## src/core/lmv_regs_map.vh

```
// Register offsets, field positions, reset values and millivolt constants for the monitor bank.
`ifndef LMV_REGS_MAP_VH
`define LMV_REGS_MAP_VH
`define LMV_ADDR_MON        8'h06
`define LMV_ADDR_DROOP      8'h07
`define LMV_BIT_TS_EN       7
`define LMV_BIT_HOT         6
`define LMV_BIT_WARN        5
`define LMV_BIT_HDR         4
`define LMV_OV_MSB          3
`define LMV_OV_LSB          0
`define LMV_BIT_DROOP_EN    7
`define LMV_DROOP_MSB       6
`define LMV_DROOP_LSB       4
`define LMV_REV_MSB         2
`define LMV_REV_LSB         0
`define LMV_RST_OV          4'h9
`define LMV_RST_DROOP_SEL   3'h4
`define LMV_RST_TS_EN       1'h0
`define LMV_RST_DROOP_EN    1'h0
`define LMV_REV_DEFAULT     3'h6
`define LMV_OV_MIN_MV       3825
`define LMV_OV_STEP_MV      125
`define LMV_HOT_MV          345
`define LMV_WARN_MV         1050
`endif

```

## src/core/lmv_regs.v

```verilog
// Monitor, output-voltage and battery-droop register bank.
`timescale 1ns/1ps
`include "lmv_regs_map.vh"
//
// Operation
// - Monitor enable bit gates temperature monitoring.
// - Overtemp flag sets below hot threshold.
// - Overtemp flag clears only on zero write.
// - Warning flag sets below warning threshold.
// - Reading the register clears warning flag.
// - Warning flag ignores host writes.
// - Headroom bit updates once at strobe end.
// - Headroom reads one when headroom sufficient.
// - Voltage code reads return calibration result.
// - Voltage code writes set target voltage.
// - Droop register holds enable, threshold, revision.
// - Revision read-only, droop fields read-write.
// - Overtemp latched forces shutdown.
// - Monitor register sits at offset six.
module lmv_regs #(
    parameter [2:0] REVISION = `LMV_REV_DEFAULT
) (
    ref_clk,
    rst,
    reg_addr,
    reg_wdata,
    reg_wr,
    reg_rd,
    reg_rdata,
    hot_cmp,
    warn_cmp,
    strobe_active,
    headroom_good,
    cal_done,
    cal_code,
    ts_monitor_en,
    shutdown,
    vout_target,
    droop_monitor_enable,
    droop_threshold_sel
);
    input  wire       ref_clk;
    input  wire       rst;
    input  wire [7:0] reg_addr;
    input  wire [7:0] reg_wdata;
    input  wire       reg_wr;
    input  wire       reg_rd;
    output reg  [7:0] reg_rdata;
    input  wire       hot_cmp;
    input  wire       warn_cmp;
    input  wire       strobe_active;
    input  wire       headroom_good;
    input  wire       cal_done;
    input  wire [3:0] cal_code;
    output reg        ts_monitor_en;
    output reg        shutdown;
    output reg  [3:0] vout_target;
    output reg        droop_monitor_enable;
    output reg  [2:0] droop_threshold_sel;

    wire       hot_s;
    wire       warn_s;
    reg        hot_q;
    reg        warn_q;
    reg        hdr_q;
    reg        strb_q;
    reg  [3:0] ov_rd_q;
    reg        hot_d;
    reg        warn_d;
    reg  [7:0] rdata_d;

    // Address decode is a plain compare on the byte address.
    // Any other address reads as zero and ignores writes.
    // This keeps an unmapped access from disturbing a flag.
    wire sel_mon   = (reg_addr == `LMV_ADDR_MON);
    wire sel_droop = (reg_addr == `LMV_ADDR_DROOP);
    wire wr_mon    = reg_wr && sel_mon;
    wire rd_mon    = reg_rd && sel_mon;
    // Detection counts only while monitoring is on, so a disabled sensor raises nothing.
    wire hot_det   = hot_s && ts_monitor_en;
    wire warn_det  = warn_s && ts_monitor_en;
    wire strb_end  = strb_q && !strobe_active;

    lmv_sync u_hot_sync (
        .ref_clk  (ref_clk),
        .rst      (rst),
        .async_in (hot_cmp),
        .sync_out (hot_s)
    );

    lmv_sync u_warn_sync (
        .ref_clk  (ref_clk),
        .rst      (rst),
        .async_in (warn_cmp),
        .sync_out (warn_s)
    );

    always @* begin
        hot_d = hot_q;
        if (wr_mon && !reg_wdata[`LMV_BIT_HOT]) begin
            hot_d = 1'b0;
        end
        if (hot_det) begin
            hot_d = 1'b1;
        end
        warn_d = warn_q;
        if (rd_mon) begin
            warn_d = 1'b0;
        end
        if (warn_det) begin
            warn_d = 1'b1;
        end
    end

    always @* begin
        rdata_d = 8'h00;
        if (sel_mon) begin
            rdata_d[`LMV_BIT_TS_EN] = ts_monitor_en;
            rdata_d[`LMV_BIT_HOT]   = hot_q;
            rdata_d[`LMV_BIT_WARN]  = warn_q;
            rdata_d[`LMV_BIT_HDR]   = hdr_q;
            rdata_d[`LMV_OV_MSB:`LMV_OV_LSB] = ov_rd_q;
        end else if (sel_droop) begin
            rdata_d[`LMV_BIT_DROOP_EN] = droop_monitor_enable;
            rdata_d[`LMV_DROOP_MSB:`LMV_DROOP_LSB] = droop_threshold_sel;
            rdata_d[`LMV_REV_MSB:`LMV_REV_LSB] = REVISION;
        end
    end

    // Each field group has its own process so that its update rule stands alone.
    // Both flags share one process because shutdown is derived from the hot flag.
    always @(posedge ref_clk) begin
        if (rst) begin
            hot_q    <= 1'b0;
            warn_q   <= 1'b0;
            shutdown <= 1'b0;
        end else begin
            hot_q    <= hot_d;
            warn_q   <= warn_d;
            // Shutdown follows the next flag value, so the LED is cut in the cycle the flag sets.
            shutdown <= hot_d;
        end
    end

    // Headroom is captured on the first low cycle after a strobe, ahead of the ramp-down.
    // Between strobes the bit holds, so a late read still sees the last strobe's result.
    always @(posedge ref_clk) begin
        if (rst) begin
            strb_q <= 1'b0;
            hdr_q  <= 1'b0;
        end else begin
            strb_q <= strobe_active;
            if (strb_end) begin
                hdr_q <= headroom_good;
            end
        end
    end

    // Monitor enable and target code are the writable fields of the monitor register.
    always @(posedge ref_clk) begin
        if (rst) begin
            ts_monitor_en <= `LMV_RST_TS_EN;
            vout_target   <= `LMV_RST_OV;
        end else if (wr_mon) begin
            ts_monitor_en <= reg_wdata[`LMV_BIT_TS_EN];
            vout_target   <= reg_wdata[`LMV_OV_MSB:`LMV_OV_LSB];
        end
    end

    // Software writes do not touch the readback; only calibration does.
    // A host therefore cannot read back the target it wrote, which is intended.
    always @(posedge ref_clk) begin
        if (rst) begin
            ov_rd_q <= `LMV_RST_OV;
        end else if (cal_done) begin
            ov_rd_q <= cal_code;
        end
    end

    // The revision field has no storage, so only these two fields follow writes.
    always @(posedge ref_clk) begin
        if (rst) begin
            droop_monitor_enable <= `LMV_RST_DROOP_EN;
            droop_threshold_sel  <= `LMV_RST_DROOP_SEL;
        end else if (reg_wr && sel_droop) begin
            droop_monitor_enable <= reg_wdata[`LMV_BIT_DROOP_EN];
            droop_threshold_sel  <= reg_wdata[`LMV_DROOP_MSB:`LMV_DROOP_LSB];
        end
    end

    // Read data is registered, so it shows the flags as they stood before a clearing read.
    always @(posedge ref_clk) begin
        if (rst) begin
            reg_rdata <= 8'h00;
        end else begin
            reg_rdata <= rdata_d;
        end
    end
endmodule

```

## src/core/lmv_sync.v

```verilog
// Two-flop synchroniser for a single level.
`timescale 1ns/1ps
module lmv_sync (
    ref_clk,
    rst,
    async_in,
    sync_out
);
    input  wire ref_clk;
    input  wire rst;
    input  wire async_in;
    output wire sync_out;

    reg meta_q;
    reg sync_q;

    // The first stage feeds only the second stage.
    always @(posedge ref_clk) begin
        if (rst) begin
            meta_q <= 1'b0;
            sync_q <= 1'b0;
        end else begin
            meta_q <= async_in;
            sync_q <= meta_q;
        end
    end

    assign sync_out = sync_q;
endmodule

```

## config.mk

```make
export PLATFORM = sky130hd
export DESIGN_NAME = lmv_regs
export DESIGN_NICKNAME = d
export VERILOG_FILES = /design/src/core/lmv_regs.v /design/src/core/lmv_sync.v
export VERILOG_INCLUDE_DIRS = /design/src /design/src/core
export SDC_FILE = /design/constraint.sdc
export NUM_CORES = 1
export LEC_CHECK = 0
export BUFFER_PORTS_ARGS = -buffer_cell sky130_fd_sc_hd__buf_2
export CAP_MARGIN = 30
export CORE_ASPECT_RATIO = 1.75
export CORE_MARGIN = 3
export CORE_UTILIZATION = 46
export DETAILED_ROUTE_END_ITERATION = 16
export GPL_TIMING_DRIVEN = 0
export PLACE_DENSITY = 0.77
export SYNTH_ARGS = -nofsm -noshare
export SYNTH_HDL_FRONTEND = slang
export SYNTH_HIERARCHICAL = 1
export SYNTH_SLANG_ARGS = --single-unit
```

## constraint.sdc

```tcl
create_clock -name ref_clk -period 1.2 [get_ports ref_clk]
set_input_delay 0.18 -clock ref_clk [delete_from_list [all_inputs] [get_ports ref_clk]]
set_output_delay 0.18 -clock ref_clk [all_outputs]
set_load 0.02 [all_outputs]
```

==> summary.md, run 1 <==
| Metric | Value |
|---|---|
| Setup crit start | ts_monitor_en$_SDFFE_PP0P_ |
| Via count | 884 |
| Comb power frac | 7.8% |
| Via/cell ratio | 4.94 |
| Slowest stage cell, crit path | dfxtp_1 |
| Setup slack after layout | 121 ps |
| Switching power share of the total | 21.4% |
| Hold Path Cell Cnt | 2 |
| Top_reg_cell synth | dfxtp_1 |
| P_sw | 0.361 mW |
| Post-CTS setup buffers | 0 |
| Synth area leader | dfxtp_1 |
| Slowest stage delay, CP | 400 ps |
| CP Class | register to output port |
| Power Density | 1190 mW/mm2 |
| Drt pass-1 iters | 4 |
| MaxCap Viol Count | 0 |
| Max Buffers Root-to-Sink | 2 |
| Setup violations, final | 0 |
| Die Area | 0.00306 mm2 |
| P&R area growth vs syn | 28.5% |
| # IOs | 47 |
| Final worst path period need | 1080 ps |
| Worst-Margin Slew | 438 ps |
| Pre-CTS setup slack | -49.7 ps |
| Vias in the first global route | 878 |
| Post-cts gate resize count | 0 |
| NumNets Final | 184 |
| Total global routing overflow | 0 |
| DRT Wirelength | 2230 um |
| Worst skew pair latency | 310 ps |
| Synth area leaders | dfxtp_1 (52%), mux2i_1 (14%), nand2b_1 (6.2%) |
| R2R Setup Slk | 380 ps |
| Share of cells above drive strength 1 | 38.1% |
| Crit path depth | 1 |
| CTS H-tree depth | 2 |
| CP cell instances | buf_2 |
| Cell Int Power | 1.33 mW |
| DPL Wire Length | 1750 um |
| Synth cell types | 21 |
| Yosys top cell area share | 52.4% |
| Setup crit end kind | output port |
| Maximum VDD drop | 0.000830 V |
| CTS Buf Count | 5 |
| Antenna cell count | 0 |
| Die width | 43.1 um |
| Yosys reg bits | 29 |
| Post-synthesis sequential area ratio | 52.4% |
| Power, Total | 1.69 mW |
| Hold Buf Count CTS | 0 |
| Outcome | finished clean |
| Setup Skew | 5.33 ps |
| RSZ-0062 raised after global routing | no |
| End point of the critical path | ts_monitor_en |
| Startpoint types | register |
| RR Startpoint | strb_q$_SDFF_PP0_ |
| Max-slew violations | 0 |
| LEAKAGE | 0.718 nW |
| Initial antenna violation count | 0 |
| # rows | 22 |
| Global-route wire length before repair | 3750 um |
| Mean post-synth cell area | 10.9 um2 |
| Fmax | 927 MHz |
| Async S/R FF share, synth | 0% |
| Die height | 70.9 um |
| CTS Sinks | 29 |
| Crit path required time | 1020 ps |
| Syn Std Cell Area | 0.00111 mm2 |
| DRC | 0 |
| Buf/Inv on CP | 1 |
| CTS tree | done |
| Cells on worst reg2reg path | 3 |
| Hold violation count in the final report | 0 |
| RePlAce Congestion | 0.708 |
| Synthesized Nets | 131 |
| Final period utilization | 89.9% |
| I/O Buffers | 46 |
| Pin count of the biggest net entering global routing | 13 |
| Root Driver | clkbuf_4 |
| YS warnings | 6 |
| Clock network power share | 33.8% |
| Initial Util | 50.3% |
| Top delay family on crit path | flip-flops |
| Core ar. | 0.00220 mm2 |
| CP Max Fanout | 5 |
| RR Endpoint | hdr_q$_SDFFE_PP0P_ |
| Per-cell routed wire length | 12.5 um |
| Clk slew on worst S/H paths | 80 ps |
| Worst slew margin | 70.8% |
| Mapped Cells | 102 |
| Worst Path Arrival | 900 ps |
| Top cells by count, synth | dfxtp_1 (29), nor2_1 (18), mux2i_1 (16) |
| Initial DRC Count | 14 |
| Top-count cell post-synth | dfxtp_1 |
| Sequential share of power | 58.4% |
| EDFF count, synth | 0 |
| All-Layer GR Usage | 16.2% |
| Worst Hold Class | input port to register |
| Detail Route Antenna Nets | 0 |
| Final hold slack | 70.4 ps |
## flip-flops by register name, indices dropped and copies added, names as in the netlist, 3 cells and up
name                 flops
reg_rdata                8
ov_rd_q                  4
vout_target              4
droop_threshold_sel      3
## routing by layer
layer,global-route usage (%),share of wire (%),vias to the layer above
met2,29.3,56,28
li1,-,-,445
met5,0,0,-
met1,15.9,36,406
met4,7.05,1.7,0
met3,5.34,6.1,5
## power groups by stage
stage	clock, mW	combinational (mW)	sequential [mW]
global route	0.626	0.148	0.990
CTS	0.592	0.133	0.987
detailed placement	0	0.133	1.01
finish	0.572	0.131	0.987
floorplan	0	0.0654	1.01
global placement	0	0.128	1.01
## layout by cell type (no fill, tap or decap), types with 2 or more instances in the layout
| cell type | count |
|---|---|
| nor2_1 | 18 |
| mux2i_1 | 16 |
| nor3b_1 | 2 |
| inv_1 | 2 |
| buf_2 | 47 |
| clkbuf_1 | 3 |
| nor2b_1 | 8 |
| dfxtp_1 | 29 |
| a211o_1 | 2 |
| clkbuf_4 | 5 |
| nand2b_1 | 11 |
## area by class of cell
cell class	count	area, um2
inverter	2	7.51
tap	24	30.0
sequential	29	581
fill	221	779
clock buffer	7	55.1
multi-input combinational	67	495
timing repair buffer	46	230
buffer	4	23.8
## kinds of logic after synthesis
logic type             synth area share (%)
and+or+nand+nor                        26.1
DFF                                    52.4
muxes                                  14.5
AOI/OAI and AO/OA                      4.18
buffers and inverters                  2.82
## metrics by stage
step                instance area, um2  TNS, ps  utilization, %  std cells
floorplan                         1110        0               -        102
global placement                  1370    -40.5            62.1        172
detailed placement                1370     -154            62.1        172
CTS                               1420        0            64.6        179
global route                      1420        0            64.6        179
finish                            1420        0            64.6        179
## worst min-delay path by stage
stage	startpoint	to	slack (ps)
finish	cal_code[0]	ov_rd_q[0]$_SDFFE_PP1P_	70
global route	cal_code[3]	ov_rd_q[3]$_SDFFE_PP1P_	70
CTS	cal_code[0]	ov_rd_q[0]$_SDFFE_PP1P_	60
detailed placement	cal_code[0]	ov_rd_q[0]$_SDFFE_PP1P_	390
global placement	hot_cmp	u_hot_sync/meta_q$_SDFF_PP0_	390
floorplan	rst	u_hot_sync/meta_q$_SDFF_PP0_	250
No activity file was read; power rests on OpenSTA's default activity.
==> run 2: changes to the inputs <==
Settings changed: CORE_ASPECT_RATIO 1.75 to 1.2.
==> run 2 against run 1 <==
Net effect: critical path depth unchanged; global-route usage is 0.34 points lower; clock skew shrank 0.86 ps; non-clock buffer count did not move; final area grew 1.6%; die area is 0.68% lower; register-to-register slack hardly changed; combinational power is essentially flat; clock power rose by 16%; first-iteration DRC count fell by 21%.
==> summary.md, run 2 (synthesized netlist as in run 1, its figures left out) <==
| Metric | Value |
|---|---|
| Outcome | finished clean |
| Core ar. | 0.00216 mm2 |
| Via/cell ratio | 4.85 |
| Buf/Inv on CP | 1 |
| Setup Skew | 4.47 ps |
| Worst Path Arrival | 900 ps |
| Biggest regs | reg_rdata: 8 flops, ov_rd_q: 4 flops, vout_target: 4 flops |
| Commonest non-fill, non-tap cells in the layout | buf_2 (47), dfxtp_1 (29), nor2_1 (18) |
| P&R area growth vs syn | 30.5% |
| Crit path required time | 1020 ps |
| Via count | 902 |
| Non-Filler Instances | 186 |
| Share of cells above drive strength 1 | 39.1% |
| DP Cell Count | 178 |
| Fmax | 927 MHz |
| Clock network power share | 37.1% |
| Initial antenna violation count | 0 |
| Max-slew violations | 0 |
| Worst Hold Class | input port to register |
| Top delay family on crit path | flip-flops |
| Maximum VDD drop | 0.000951 V |
| Slowest stage cell, crit path | dfxtp_1 |
| NumNets Final | 184 |
| Comb power frac | 7.5% |
| Drt pass-1 iters | 4 |
| Power Density | 1230 mW/mm2 |
| Switching power share of the total | 21.8% |
| CP cell instances | buf_2 |
| Final period utilization | 89.9% |
| MaxCap Viol Count | 0 |
| CTS Buf Count | 5 |
| # IOs | 47 |
| DPL Wire Length | 1660 um |
| CTS tree | done |
| Per-cell routed wire length | 11.8 um |
| Die Area | 0.00303 mm2 |
| CP Max Fanout | 5 |
| Placed cell area | 0.00138 mm2 |
| Total global routing overflow | 0 |
| RSZ-0062 raised after global routing | no |
| Startpoint types | register |
| Commonest non-fill, non-tap cell in the layout | buf_2 |
| Die width | 50.8 um |
| Setup violations, final | 0 |
| Initial DRC Count | 11 |
| Post-CTS setup buffers | 0 |
| Vias in the first global route | 852 |
| Detail Route Antenna Nets | 0 |
| I/O Buffers | 46 |
| Die height | 59.7 um |
| CTS Sinks | 29 |
| Clk slew on worst S/H paths | 90 ps |
| Cell Int Power | 1.39 mW |
| Root Driver | clkbuf_4 |
| Worst skew pair latency | 320 ps |
| Hold violation count in the final report | 0 |
| Fin area | 0.00145 mm2 |
| Pin count of the biggest net entering global routing | 13 |
| Slowest stage delay, CP | 400 ps |
| P_sw | 0.389 mW |
| Worst slew margin | 68.0% |
| LEAKAGE | 0.728 nW |
| CP Class | register to output port |
| DRC | 0 |
| RePlAce Congestion | 0.739 |
| Worst-Margin Slew | 480 ps |
| CTS H-tree depth | 2 |
| All-Layer GR Usage | 15.8% |
| Register with the most flip-flops | reg_rdata |
| Hold Buf Count CTS | 0 |
| Sequential share of power | 55.4% |
| DRT Wirelength | 2200 um |
| Final worst path period need | 1080 ps |
| Setup crit end kind | output port |
| Max Buffers Root-to-Sink | 2 |
| Number of flip-flops in the largest register | 8 |
| Antenna cell count | 0 |
| Global-route wire length before repair | 3480 um |
| Initial Util | 51.2% |
| # rows | 18 |
| Post-cts gate resize count | 0 |
## run 2: cell types whose count changed in the layout (fill, tap and decap cells not counted)
cell | before | now
clkbuf_1 | 3 | 2
clkbuf_8 | 1 | 2
clkinv_2 | 0 | 1
## run 2: final timing paths
path	startpoint	to	slack (ps)	depth (start not counted)
min	cal_code[0]	ov_rd_q[0]$_SDFFE_PP1P_	70	2
min reg2reg	u_hot_sync/meta_q$_SDFF_PP0_	u_hot_sync/sync_out$_SDFF_PP0_	440	1
max reg2reg	strb_q$_SDFF_PP0_	hdr_q$_SDFFE_PP0P_	370	3
max	ts_monitor_en$_SDFFE_PP0P_	ts_monitor_en	120	1
## run 2: area by class of cell
class	instances	area, um2
inverter	2	7.51
tap	30	37.5
timing repair buffer	46	230
buffer	4	23.8
sequential	29	581
clock buffer	7	65.1
multi-input combinational	67	495
fill	196	717
clock inverter	1	5.00
## run 2: worst reg2reg max path: stages (launching register included)
cell and delay [ps]:
dfxtp_1 320, nor2b_1 150, mux2i_1 200, nor2_1 50
## run 2: power by group through the flow
stage	Clock, mW	Sequential (mW)	Combinational [mW]
finish	0.661	0.986	0.134
global route	0.733	0.989	0.149
CTS	0.690	0.986	0.135
detailed placement	0	1.01	0.135
global placement	0	1.01	0.128
floorplan	0	1.01	0.0654
## run 2: through the flow
stage                     hold WS [ps]  worst slack (ps)  util, %  TNS, ps  total power [mW]
final                             68.6               121     66.8        0              1.78
after floorplan                    252               126        -        0              1.07
after global placement             389             -15.5     63.6    -45.7              1.14
after CTS                         53.7              91.2     66.8        0              1.81
after detailed placement           395             -52.3     63.6     -162              1.14
after global routing              62.1              74.5     66.8        0              1.87
## run 2: metal layers
layer | track usage [%] | share of wire (%) | vias up
met1 | 16.7 | 41 | 411
met4 | 6.92 | 1.8 | 0
li1 | - | - | 451
met2 | 27.6 | 49 | 35
met3 | 6.48 | 8.0 | 5
met5 | 0 | 0 | -
